### src/verilog/rftcs_pkg.sv
// Package of offsets, field positions and reset values for the transmitter control and status registers.
package rftcs_pkg;

  // ************************************************************
  // Bus shape
  // ************************************************************
  localparam int ADDR_W = 2;
  localparam int DATA_W = 8;

  // ************************************************************
  // Register indices
  // ************************************************************
  localparam logic [ADDR_W-1:0] IDX_FRAME_TIMING = 2'h0;
  localparam logic [ADDR_W-1:0] IDX_STATUS_CTRL = 2'h1;
  localparam logic [ADDR_W-1:0] IDX_DIV_HIGH = 2'h2;
  localparam logic [ADDR_W-1:0] IDX_DIV_LOW_ENC = 2'h3;

  // ************************************************************
  // Frame slot timing fields
  // ************************************************************
  localparam int TIMER_LSB = 0;
  localparam int TIMER_MSB = 5;
  localparam int GAIN_LSB = 6;
  localparam int GAIN_MSB = 7;
  localparam logic [5:0] TIMER_RESET = 6'h00;
  localparam logic [1:0] GAIN_RESET = 2'h2;

  // ************************************************************
  // Status and control bits
  // ************************************************************
  localparam int DONE_BIT = 7;
  localparam int ERROR_BIT = 6;
  localparam int LOW_SUPPLY_BIT = 5;
  localparam int ACK_BIT = 4;
  localparam int IRQ_EN_BIT = 3;
  localparam int MON_EN_BIT = 2;
  localparam int CTS_BIT = 1;
  localparam int UNIT_RESET_BIT = 0;

  // ************************************************************
  // Divider, polarity and encoding fields
  // ************************************************************
  localparam int FRAC_W = 13;
  localparam int FRAC_HIGH_LSB = 5;
  localparam int FRAC_LOW_W = 5;
  localparam int FRAC_LOW_FIELD_LSB = 3;
  localparam int POL_BIT = 2;
  localparam int ENC_LSB = 0;
  localparam int ENC_MSB = 1;
  localparam logic [FRAC_W-1:0] FRAC_RESET = 13'h0000;
  localparam int RATIO_INT_W = 5;
  localparam logic [RATIO_INT_W-1:0] RATIO_INT_BASE = 5'h0C;
  localparam logic [RATIO_INT_W-1:0] RATIO_BAND_STEP = 5'h04;

  // ************************************************************
  // Frame numbering
  // ************************************************************
  localparam int FCOUNT_W = 4;
  localparam int FRAME_COUNT_FIELD_W = 5;
  localparam int GAP_W = 11;

  typedef enum logic [1:0] {
    ENC_MANCHESTER = 2'h0,
    ENC_BIPHASE = 2'h1,
    ENC_NRZ = 2'h2,
    ENC_DIRECT = 2'h3
  } rftcs_enc_type;

endpackage : rftcs_pkg

### src/verilog/rftcs_regs.sv
// Control and status register bank of the on-chip RF transmitter unit.
// Functional notes
// - Interframe gap output is frame slot timer times last transmitted frame number.
// - Unit reset clears timer, sets upper gain bit, clears lower gain bit.
// - Done flag sets when buffered transmission ends after send request drops.
// - Software writes never change done, error or low supply flags directly.
// - Error flag sets on any transmission error and stays until cleared.
// - With monitor enabled, low supply sets sticky flag until cleared.
// - Acknowledge write of one clears all three flags; zero does nothing.
// - Unit reset clears the done, error and low supply flags.
// - Interrupt is raised when enabled and any flag is set.
// - Monitor enable switches detector on and routes events to flag.
// - Clear to send only when oscillator, VCO and PLL all locked.
// - Writing one to unit reset clears unit registers; bit reads zero.
// - Divider, polarity and encoding registers reachable only with page select clear.
// - Fraction bits 12:5 in first register, 4:0 in upper five of second.
// - Data zero ratio is 12 plus four times band plus fraction over 8192.
// - Polarity set inverts NRZ and direct data, selects alternate encodings.
// - Encoding selector: Manchester, Bi-Phase, NRZ, or direct processor drive.
// - NRZ mode lets software mix NRZ and Manchester at double bit rate.
// - Direct mode drives amplifier level from the direct data bit.
// - Frames per message equals frame count field plus one.
`timescale 1ns/1ps
`default_nettype none

module rftcs_regs (
  // Clock and reset
  input wire logic mclk,
  input wire logic reset_n,
  // Register port
  input wire logic [rftcs_pkg::ADDR_W-1:0] reg_addr,
  input wire logic [rftcs_pkg::DATA_W-1:0] reg_wdata,
  input wire logic reg_write,
  input wire logic reg_read,
  output logic [rftcs_pkg::DATA_W-1:0] reg_rdata,
  // Paging and neighbouring control
  input wire logic register_page_select,
  input wire logic carrier_band_select,
  input wire logic direct_data_bit,
  input wire logic [rftcs_pkg::FCOUNT_W-1:0] frame_count_field,
  input wire logic [rftcs_pkg::FRAME_COUNT_FIELD_W-1:0] last_frame_number,
  // Transmitter events and status
  input wire logic send_request,
  input wire logic buffer_tx_complete,
  input wire logic tx_error_event,
  input wire logic supply_below_threshold,
  input wire logic crystal_osc_locked,
  input wire logic vco_locked,
  input wire logic pll_locked,
  // Outputs to the transmitter
  output logic radio_unit_reset,
  output logic [1:0] osc_gain_select,
  output logic [rftcs_pkg::GAP_W-1:0] frame_gap_ms,
  output logic [rftcs_pkg::FRAME_COUNT_FIELD_W-1:0] frames_per_message,
  output logic supply_monitor_enable,
  output logic [rftcs_pkg::FRAC_W-1:0] zero_divider_fraction,
  output logic [rftcs_pkg::RATIO_INT_W+rftcs_pkg::FRAC_W-1:0] zero_synth_ratio,
  output logic polarity_select,
  output logic [1:0] encoding_select,
  output logic direct_mode,
  output logic pa_direct_level,
  output logic radio_irq
);
  import rftcs_pkg::*;

  // ************************************************************
  // Decode
  // ************************************************************
  // Paged registers vanish while the page select is set.
  function automatic logic reg_hit(input logic [ADDR_W-1:0] addr, input logic [ADDR_W-1:0] idx,
                                   input logic page);
    logic paged;
    paged = (idx == IDX_DIV_HIGH) || (idx == IDX_DIV_LOW_ENC);
    reg_hit = (addr == idx) && !(paged && page);
  endfunction : reg_hit

  logic [5:0] frame_slot_timer;
  logic tx_done_flag;
  logic tx_error_flag;
  logic low_supply_flag;
  logic radio_irq_enable;
  logic clear_to_send_status;
  logic [GAP_W-1:0] next_frame_gap;
  logic wr_timing;
  logic wr_status;
  logic wr_div_high;
  logic wr_div_low;
  logic flag_acknowledge;
  logic buffered_mode;
  logic done_event;
  logic low_event;
  logic done_visible;

  assign wr_timing = reg_write && reg_hit(reg_addr, IDX_FRAME_TIMING, register_page_select);
  assign wr_status = reg_write && reg_hit(reg_addr, IDX_STATUS_CTRL, register_page_select);
  assign wr_div_high = reg_write && reg_hit(reg_addr, IDX_DIV_HIGH, register_page_select);
  assign wr_div_low = reg_write && reg_hit(reg_addr, IDX_DIV_LOW_ENC, register_page_select);
  // The acknowledge bit is a pure action, so the unit reset has nothing of it to clear.
  assign flag_acknowledge = wr_status && reg_wdata[ACK_BIT];
  assign buffered_mode = (encoding_select != ENC_DIRECT);
  assign done_event = buffer_tx_complete && !send_request && buffered_mode;
  assign low_event = supply_monitor_enable && supply_below_threshold;
  assign done_visible = tx_done_flag && !send_request && buffered_mode;
  assign direct_mode = !buffered_mode;

  // ************************************************************
  // Unit reset
  // ************************************************************
  // A one-cycle pulse; the unit registers clear on the edge that ends it.
  always_ff @(posedge mclk or negedge reset_n) begin
    if (!reset_n) begin
      radio_unit_reset <= 1'b0;
    end else begin
      radio_unit_reset <= wr_status && reg_wdata[UNIT_RESET_BIT];
    end
  end

  // ************************************************************
  // Frame slot timing
  // ************************************************************
  always_ff @(posedge mclk or negedge reset_n) begin
    if (!reset_n) begin
      frame_slot_timer <= TIMER_RESET;
      osc_gain_select <= GAIN_RESET;
    end else if (radio_unit_reset) begin
      frame_slot_timer <= TIMER_RESET;
      osc_gain_select <= GAIN_RESET;
    end else if (wr_timing) begin
      frame_slot_timer <= reg_wdata[TIMER_MSB:TIMER_LSB];
      osc_gain_select <= reg_wdata[GAIN_MSB:GAIN_LSB];
    end
  end

  assign next_frame_gap = GAP_W'(frame_slot_timer * last_frame_number);

  always_ff @(posedge mclk or negedge reset_n) begin
    if (!reset_n) begin
      frame_gap_ms <= '0;
      frames_per_message <= '0;
    end else begin
      frame_gap_ms <= next_frame_gap;
      frames_per_message <= FRAME_COUNT_FIELD_W'({1'b0, frame_count_field} + 5'h01);
    end
  end

  // ************************************************************
  // Sticky flags
  // ************************************************************
  // Set beats acknowledge so an event landing on the clear cycle survives.
  always_ff @(posedge mclk or negedge reset_n) begin
    if (!reset_n) begin
      tx_done_flag <= 1'b0;
      tx_error_flag <= 1'b0;
      low_supply_flag <= 1'b0;
    end else if (radio_unit_reset) begin
      tx_done_flag <= 1'b0;
      tx_error_flag <= 1'b0;
      low_supply_flag <= 1'b0;
    end else begin
      // Written data never lands here; only events and acknowledge move the flags.
      tx_done_flag <= done_event || (tx_done_flag && !flag_acknowledge);
      tx_error_flag <= tx_error_event || (tx_error_flag && !flag_acknowledge);
      low_supply_flag <= low_event || (low_supply_flag && !flag_acknowledge);
    end
  end

  // ************************************************************
  // Control bits and lock status
  // ************************************************************
  always_ff @(posedge mclk or negedge reset_n) begin
    if (!reset_n) begin
      radio_irq_enable <= 1'b0;
      supply_monitor_enable <= 1'b0;
    end else if (radio_unit_reset) begin
      radio_irq_enable <= 1'b0;
      supply_monitor_enable <= 1'b0;
    end else if (wr_status) begin
      radio_irq_enable <= reg_wdata[IRQ_EN_BIT];
      supply_monitor_enable <= reg_wdata[MON_EN_BIT];
    end
  end

  always_ff @(posedge mclk or negedge reset_n) begin
    if (!reset_n) begin
      clear_to_send_status <= 1'b0;
    end else if (radio_unit_reset) begin
      clear_to_send_status <= 1'b0;
    end else begin
      clear_to_send_status <= crystal_osc_locked && vco_locked && pll_locked;
    end
  end

  assign radio_irq = radio_irq_enable && (tx_done_flag || tx_error_flag || low_supply_flag);

  // ************************************************************
  // Divider, polarity and encoding
  // ************************************************************
  always_ff @(posedge mclk or negedge reset_n) begin
    if (!reset_n) begin
      zero_divider_fraction <= FRAC_RESET;
      polarity_select <= 1'b0;
      encoding_select <= ENC_MANCHESTER;
    end else if (radio_unit_reset) begin
      zero_divider_fraction <= FRAC_RESET;
      polarity_select <= 1'b0;
      encoding_select <= ENC_MANCHESTER;
    end else begin
      if (wr_div_high) begin
        zero_divider_fraction[FRAC_W-1:FRAC_HIGH_LSB] <= reg_wdata;
      end
      if (wr_div_low) begin
        zero_divider_fraction[FRAC_LOW_W-1:0] <= reg_wdata[DATA_W-1:FRAC_LOW_FIELD_LSB];
        polarity_select <= reg_wdata[POL_BIT];
        // NRZ passes buffer bits as they stand, so double-rate data can carry Manchester too.
        encoding_select <= reg_wdata[ENC_MSB:ENC_LSB];
      end
    end
  end

  // The ratio is held scaled by 8192: integer part above, fraction below.
  always_ff @(posedge mclk or negedge reset_n) begin
    if (!reset_n) begin
      zero_synth_ratio <= '0;
      pa_direct_level <= 1'b0;
    end else begin
      zero_synth_ratio <= {RATIO_INT_BASE + (carrier_band_select ? RATIO_BAND_STEP : {RATIO_INT_W{1'b0}}),
                           zero_divider_fraction};
      pa_direct_level <= direct_mode && (direct_data_bit ^ polarity_select);
    end
  end

  // ************************************************************
  // Read data
  // ************************************************************
  always_ff @(posedge mclk or negedge reset_n) begin
    if (!reset_n) begin
      reg_rdata <= '0;
    end else if (!reg_read) begin
      reg_rdata <= '0;
    end else if (reg_hit(reg_addr, IDX_FRAME_TIMING, register_page_select)) begin
      reg_rdata <= {osc_gain_select, frame_slot_timer};
    end else if (reg_hit(reg_addr, IDX_STATUS_CTRL, register_page_select)) begin
      reg_rdata <= {done_visible, tx_error_flag, low_supply_flag, 1'b0, radio_irq_enable,
                    supply_monitor_enable, clear_to_send_status, 1'b0};
    end else if (reg_hit(reg_addr, IDX_DIV_HIGH, register_page_select)) begin
      reg_rdata <= zero_divider_fraction[FRAC_W-1:FRAC_HIGH_LSB];
    end else if (reg_hit(reg_addr, IDX_DIV_LOW_ENC, register_page_select)) begin
      reg_rdata <= {zero_divider_fraction[FRAC_LOW_W-1:0], polarity_select, encoding_select};
    end else begin
      reg_rdata <= '0;
    end
  end

  // ************************************************************
  // Assertions
  // ************************************************************
  a_gap_product: assert property (@(posedge mclk) disable iff (!reset_n)
    1'b1 |=> frame_gap_ms == $past(next_frame_gap))
    else $error("Frame gap does not follow timer times frame number.");

  a_unit_reset_values: assert property (@(posedge mclk) disable iff (!reset_n)
    radio_unit_reset |=> frame_slot_timer == TIMER_RESET && osc_gain_select == GAIN_RESET
      && zero_divider_fraction == FRAC_RESET && encoding_select == ENC_MANCHESTER && !polarity_select
      && !tx_done_flag && !tx_error_flag && !low_supply_flag && !radio_irq_enable)
    else $error("Unit reset left a register uncleared.");

  a_write_ignores_flags: assert property (@(posedge mclk) disable iff (!reset_n)
    wr_status && !reg_wdata[ACK_BIT] && !tx_error_event && !radio_unit_reset |=> $stable(tx_error_flag))
    else $error("Plain write moved the error flag.");

  a_ack_clears_flags: assert property (@(posedge mclk) disable iff (!reset_n)
    flag_acknowledge && !done_event && !tx_error_event && !low_event
      |=> !tx_done_flag && !tx_error_flag && !low_supply_flag)
    else $error("Acknowledge did not clear the flags.");

  a_event_beats_ack: assert property (@(posedge mclk) disable iff (!reset_n)
    flag_acknowledge && tx_error_event && !radio_unit_reset |=> tx_error_flag)
    else $error("Error event lost to acknowledge.");

  a_low_supply_sets: assert property (@(posedge mclk) disable iff (!reset_n)
    supply_monitor_enable && supply_below_threshold && !radio_unit_reset
      |=> low_supply_flag ##1 (low_supply_flag || $past(flag_acknowledge) || $past(radio_unit_reset)))
    else $error("Low supply flag not set or not held.");

  a_irq_follows_flags: assert property (@(posedge mclk) disable iff (!reset_n)
    radio_irq |-> radio_irq_enable && (tx_done_flag || tx_error_flag || low_supply_flag))
    else $error("Interrupt raised without enable and flag.");

  a_cts_needs_lock: assert property (@(posedge mclk) disable iff (!reset_n)
    $rose(clear_to_send_status) |-> $past(crystal_osc_locked && vco_locked && pll_locked))
    else $error("Clear to send rose without all locks.");

  a_unit_reset_reads_zero: assert property (@(posedge mclk) disable iff (!reset_n)
    reg_read && reg_addr == IDX_STATUS_CTRL |=> reg_rdata[UNIT_RESET_BIT] == 1'b0)
    else $error("Unit reset bit read back as one.");

  a_page_blocks_write: assert property (@(posedge mclk) disable iff (!reset_n)
    reg_write && register_page_select && !radio_unit_reset |=> $stable(zero_divider_fraction))
    else $error("Divider changed while paged out.");

  a_ratio_formula: assert property (@(posedge mclk) disable iff (!reset_n)
    carrier_band_select && $stable(zero_divider_fraction) |=> zero_synth_ratio[FRAC_W+:RATIO_INT_W] == 5'h10)
    else $error("Ratio integer part wrong for upper band.");

  a_direct_level: assert property (@(posedge mclk) disable iff (!reset_n)
    direct_mode && $stable(encoding_select) |=> pa_direct_level == ($past(direct_data_bit) ^ $past(polarity_select)))
    else $error("Direct amplifier level does not follow data bit.");

  a_frame_total: assert property (@(posedge mclk) disable iff (!reset_n)
    frame_count_field == 4'hF |=> frames_per_message == 5'h10)
    else $error("Frames per message not count plus one.");

endmodule : rftcs_regs

`default_nettype wire

### config.mk
export PLATFORM = sky130hd
export DESIGN_NAME = rftcs_regs
export DESIGN_NICKNAME = d
export VERILOG_FILES = /design/src/verilog/rftcs_pkg.sv /design/src/verilog/rftcs_regs.sv
export SDC_FILE = /design/constraint.sdc
export NUM_CORES = 1
export LEC_CHECK = 0
export BUFFER_PORTS_ARGS = -buffer_cell sky130_fd_sc_hd__buf_2
export CORE_AREA = 4 4 102 104
export CTS_BUF_LIST = sky130_fd_sc_hd__clkbuf_16
export DETAILED_ROUTE_END_ITERATION = 12
export DIE_AREA = 0 0 106 108
export PLACE_DENSITY_LB_ADDON = 0.08
export SYNTH_ARGS = -nofsm -noshare
export SYNTH_HDL_FRONTEND = slang
export SYNTH_SLANG_ARGS = --single-unit
### constraint.sdc
create_clock -name mclk -period 7.93 [get_ports mclk]
set_input_delay 0.3965 -clock mclk [delete_from_list [all_inputs] [get_ports mclk]]
set_output_delay 0.3965 -clock mclk [all_outputs]
set_load 0.005 [all_outputs]
==> impl_metrics.env <==
export IMPL_status="finished clean"
export IMPL_drc=0
export IMPL_grt_pass1_wl_um=13930
export IMPL_fin_skew_ns=0.01009
export IMPL_drv_slew=0
export IMPL_synth_top_area_share_pct=49.05
export IMPL_finalSetupViolCount=0
export IMPL_dieArea_um2=11450
export IMPL_crit_arrival_ns=3.72
export IMPL_mappedNetlistArea_um2=3571
export IMPL_layout_cells_most_common_list="buf_2 (94), dfrtp_1 (70), nand2_1 (50)"
export IMPL_drive_gt1_share_pct=28.03
export IMPL_r2r_slack_ns=4.42
export IMPL_syn_avg_cell_area_um2=11.09
export IMPL_criticalPathCategory="reg -> reg"
export IMPL_finalHoldViolCount=0
export IMPL_die_w_um=106
export IMPL_synthDistinctLibCells=42
export IMPL_diodes=0
export IMPL_hold_slack_ns=0.1844
export IMPL_nNetsFinal=481
export IMPL_cts_hold_buf=0
export IMPL_netlist_instances=322
export IMPL_clk_latency_ns=0.33
export IMPL_synth_area_leaders="dfrtp_1 (49%), ha_1 (7.0%), fa_1 (6.7%)"
export IMPL_gp_congestion=0.7337
export IMPL_num_io_pins=98
export IMPL_end_kind="flop"
export IMPL_p_per_area_nw_per_um2=255.2
export IMPL_yosys_warnings=0
export IMPL_h_tree_depth=3
export IMPL_max_stage_delay_ns=0.54
export IMPL_layout_cells_non_filler=554
export IMPL_wire_per_inst_um=15.63
export IMPL_numPortBuffers=95
export IMPL_period_share_pct=44.22
export IMPL_rsz0062_at_grt="no"
export IMPL_finalWirelength_um=8658
export IMPL_cts_buffer_depth=2
export IMPL_crit_fanout=7
export IMPL_antenna_left=0
export IMPL_grt_pass1_vias=2643
export IMPL_initialDrtViolationCount=96
export IMPL_startpoint_type="flop"
export IMPL_grt_overflow=0
export IMPL_yosys_area_top_type="dfrtp_1"
export IMPL_fp_row_count=36
export IMPL_yosysSeqAreaShare_pct=49.79
export IMPL_initial_core_util_pct=37.40
export IMPL_vdd_drop_max_v=0.0001051
export IMPL_worstPathRequired_ns=8.14
export IMPL_via_per_inst=4.769
export IMPL_dr_total_vias=2642
export IMPL_fin_setup_tns_ns=0
export IMPL_post_cts_setup_buffers=0
export IMPL_drt_pass1_iterations=5
export IMPL_ys_async_sr_fraction_pct=100.0
export IMPL_synth_edf_count=0
export IMPL_clkTransAtPathRegs_ns=0.06
export IMPL_fmax_mhz=285.2
export IMPL_tightestPinTransition_ns=0.8995
export IMPL_die_h_um=108
export IMPL_layout_commonest_cell="buf_2"
export IMPL_dp_hpwl_um=6278
export IMPL_maxSlewHeadroom_pct=40.03
export IMPL_cts_sinks=71
export IMPL_synth_seq_cells=71
export IMPL_crit_top_cell="fa_1"
export IMPL_area_growth_pct=24.00
export IMPL_core_area_um2=9549
export IMPL_cts_root_buf="clkbuf_16"
export IMPL_leakage_nw=2.333
export IMPL_cts_inserted_buffers=9
export IMPL_path_cells="nand2_1, fa_1, fa_1, fa_1, inv_1, ha_1, a21o_1, a221oi_2, nor4bb_1, nor3_1"
export IMPL_grt_max_degree=72
export IMPL_cts_tree="done"
export IMPL_ys_flop_type="dfrtp_1"
export IMPL_post_cts_resized=0
export IMPL_slowest_stage="fa_1"
export IMPL_cap_violations=0
export IMPL_antenna_found_initial=0
export IMPL_dp_cells=538
export IMPL_grt_usage_pct=15.85
export IMPL_period_minus_slack_ns=3.507
export IMPL_hold_path_class="in -> reg"
-- synth_stat cells, types with 2 or more instances --
cell type  count
and2_1        29
buf_4          5
dfrtp_1       70
a21oi_1       22
nor2_1        14
a21o_1         2
inv_1         15
ha_1          20
nor3_1         3
buf_2          2
nor2b_1        4
and3_1         2
a22oi_1        2
xor2_1         3
buf_6          3
nand3_1        2
clkbuf_1       4
mux2i_1       22
xnor2_1        6
o21ai_0        5
nand2_1       50
fa_1          12
o22ai_1        6
-- metal layers --
metal / vias to the layer above / track usage [%] / routed length [um]
li1: 1253 / - / -
met5: - / 0 / 0
met4: 0 / 5.643 / 150
met3: 11 / 4.239 / 550
met1: 1299 / 21.26 / 3761
met2: 79 / 24.91 / 4196
-- layout make-up --
type | count | area [um^2]
Clock buffer | 9 | 225.2
Fill cell | 972 | 5121
Tap cell | 133 | 166.4
Inverter | 15 | 56.30
Sequential cell | 71 | 1778
Multi-Input combinational cell | 223 | 1644
Timing Repair Buffer | 96 | 485.5
Clock inverter | 7 | 72.57
-- flip-flops by register name (all words and copies together) (netlist names), 2 cells and up --
name	count
frame_slot_timer	6
frame_gap_ms	11
frames_per_message	5
reg_rdata	8
encoding_select	2
zero_divider_fraction	13
zero_synth_ratio	15
osc_gain_select	2
-- power breakdown --
part / internal [mW] / total (mW) / switching, mW
Sequential: 0.421 / 0.458 / 0.0370
Clock: 0.244 / 0.399 / 0.155
Combinational: 0.130 / 0.273 / 0.143
-- cell families after synthesis --
logic type,count (synthesis),share of synthesized area (%)
muxes,22,6.167
and+or+nand+nor,116,16.75
DFF,71,49.79
AOI/OAI and AO/OA,42,6.973
xor gates and xnor gates,9,2.208
other,1,0.1050
buffers and inverters,29,4.275
adders and majority gates,32,13.74
-- worst paths after layout --
check,start,end,cells after the start
min in group asynchronous,reset_n,reg_rdata[1]$_DFF_PN0_,1
max in group asynchronous,reset_n,tx_error_flag$_DFF_PN0_,1
worst max register to register,frame_slot_timer[0]$_DFFE_PN0P_,frame_gap_ms[10]$_DFF_PN0_,10
worst min-delay path,carrier_band_select,zero_synth_ratio[17]$_DFF_PN0_,1
worst min register to register,zero_divider_fraction[3]$_DFFE_PN0P_,zero_synth_ratio[3]$_DFF_PN0_,0
worst max-delay path,frame_slot_timer[0]$_DFFE_PN0P_,frame_gap_ms[10]$_DFF_PN0_,10
-- through the flow --
stage / utilization (%) / instance area [um^2] / worst slack (ns) / total power [mW]
detailed placement: 43.25 / 4130 / 4.356 / 0.7420
CTS: 46.37 / 4428 / 4.430 / 1.150
global placement: 43.25 / 4130 / 4.382 / 0.7406
global route: 46.37 / 4428 / 4.188 / 1.204
floorplan: - / 3575 / 4.650 / 0.6274
finish: 46.37 / 4428 / 4.423 / 1.130
-- critical path: cells and delay by family (launching register included) --
family          cells  cell delay, ns
buf+inv             1            0.04
simple gates        3            0.44
flops               1            0.45
fa+ha+maj           4            1.91
compound gates      2            0.55
Note: power is estimated with default switching activity, not from simulation.
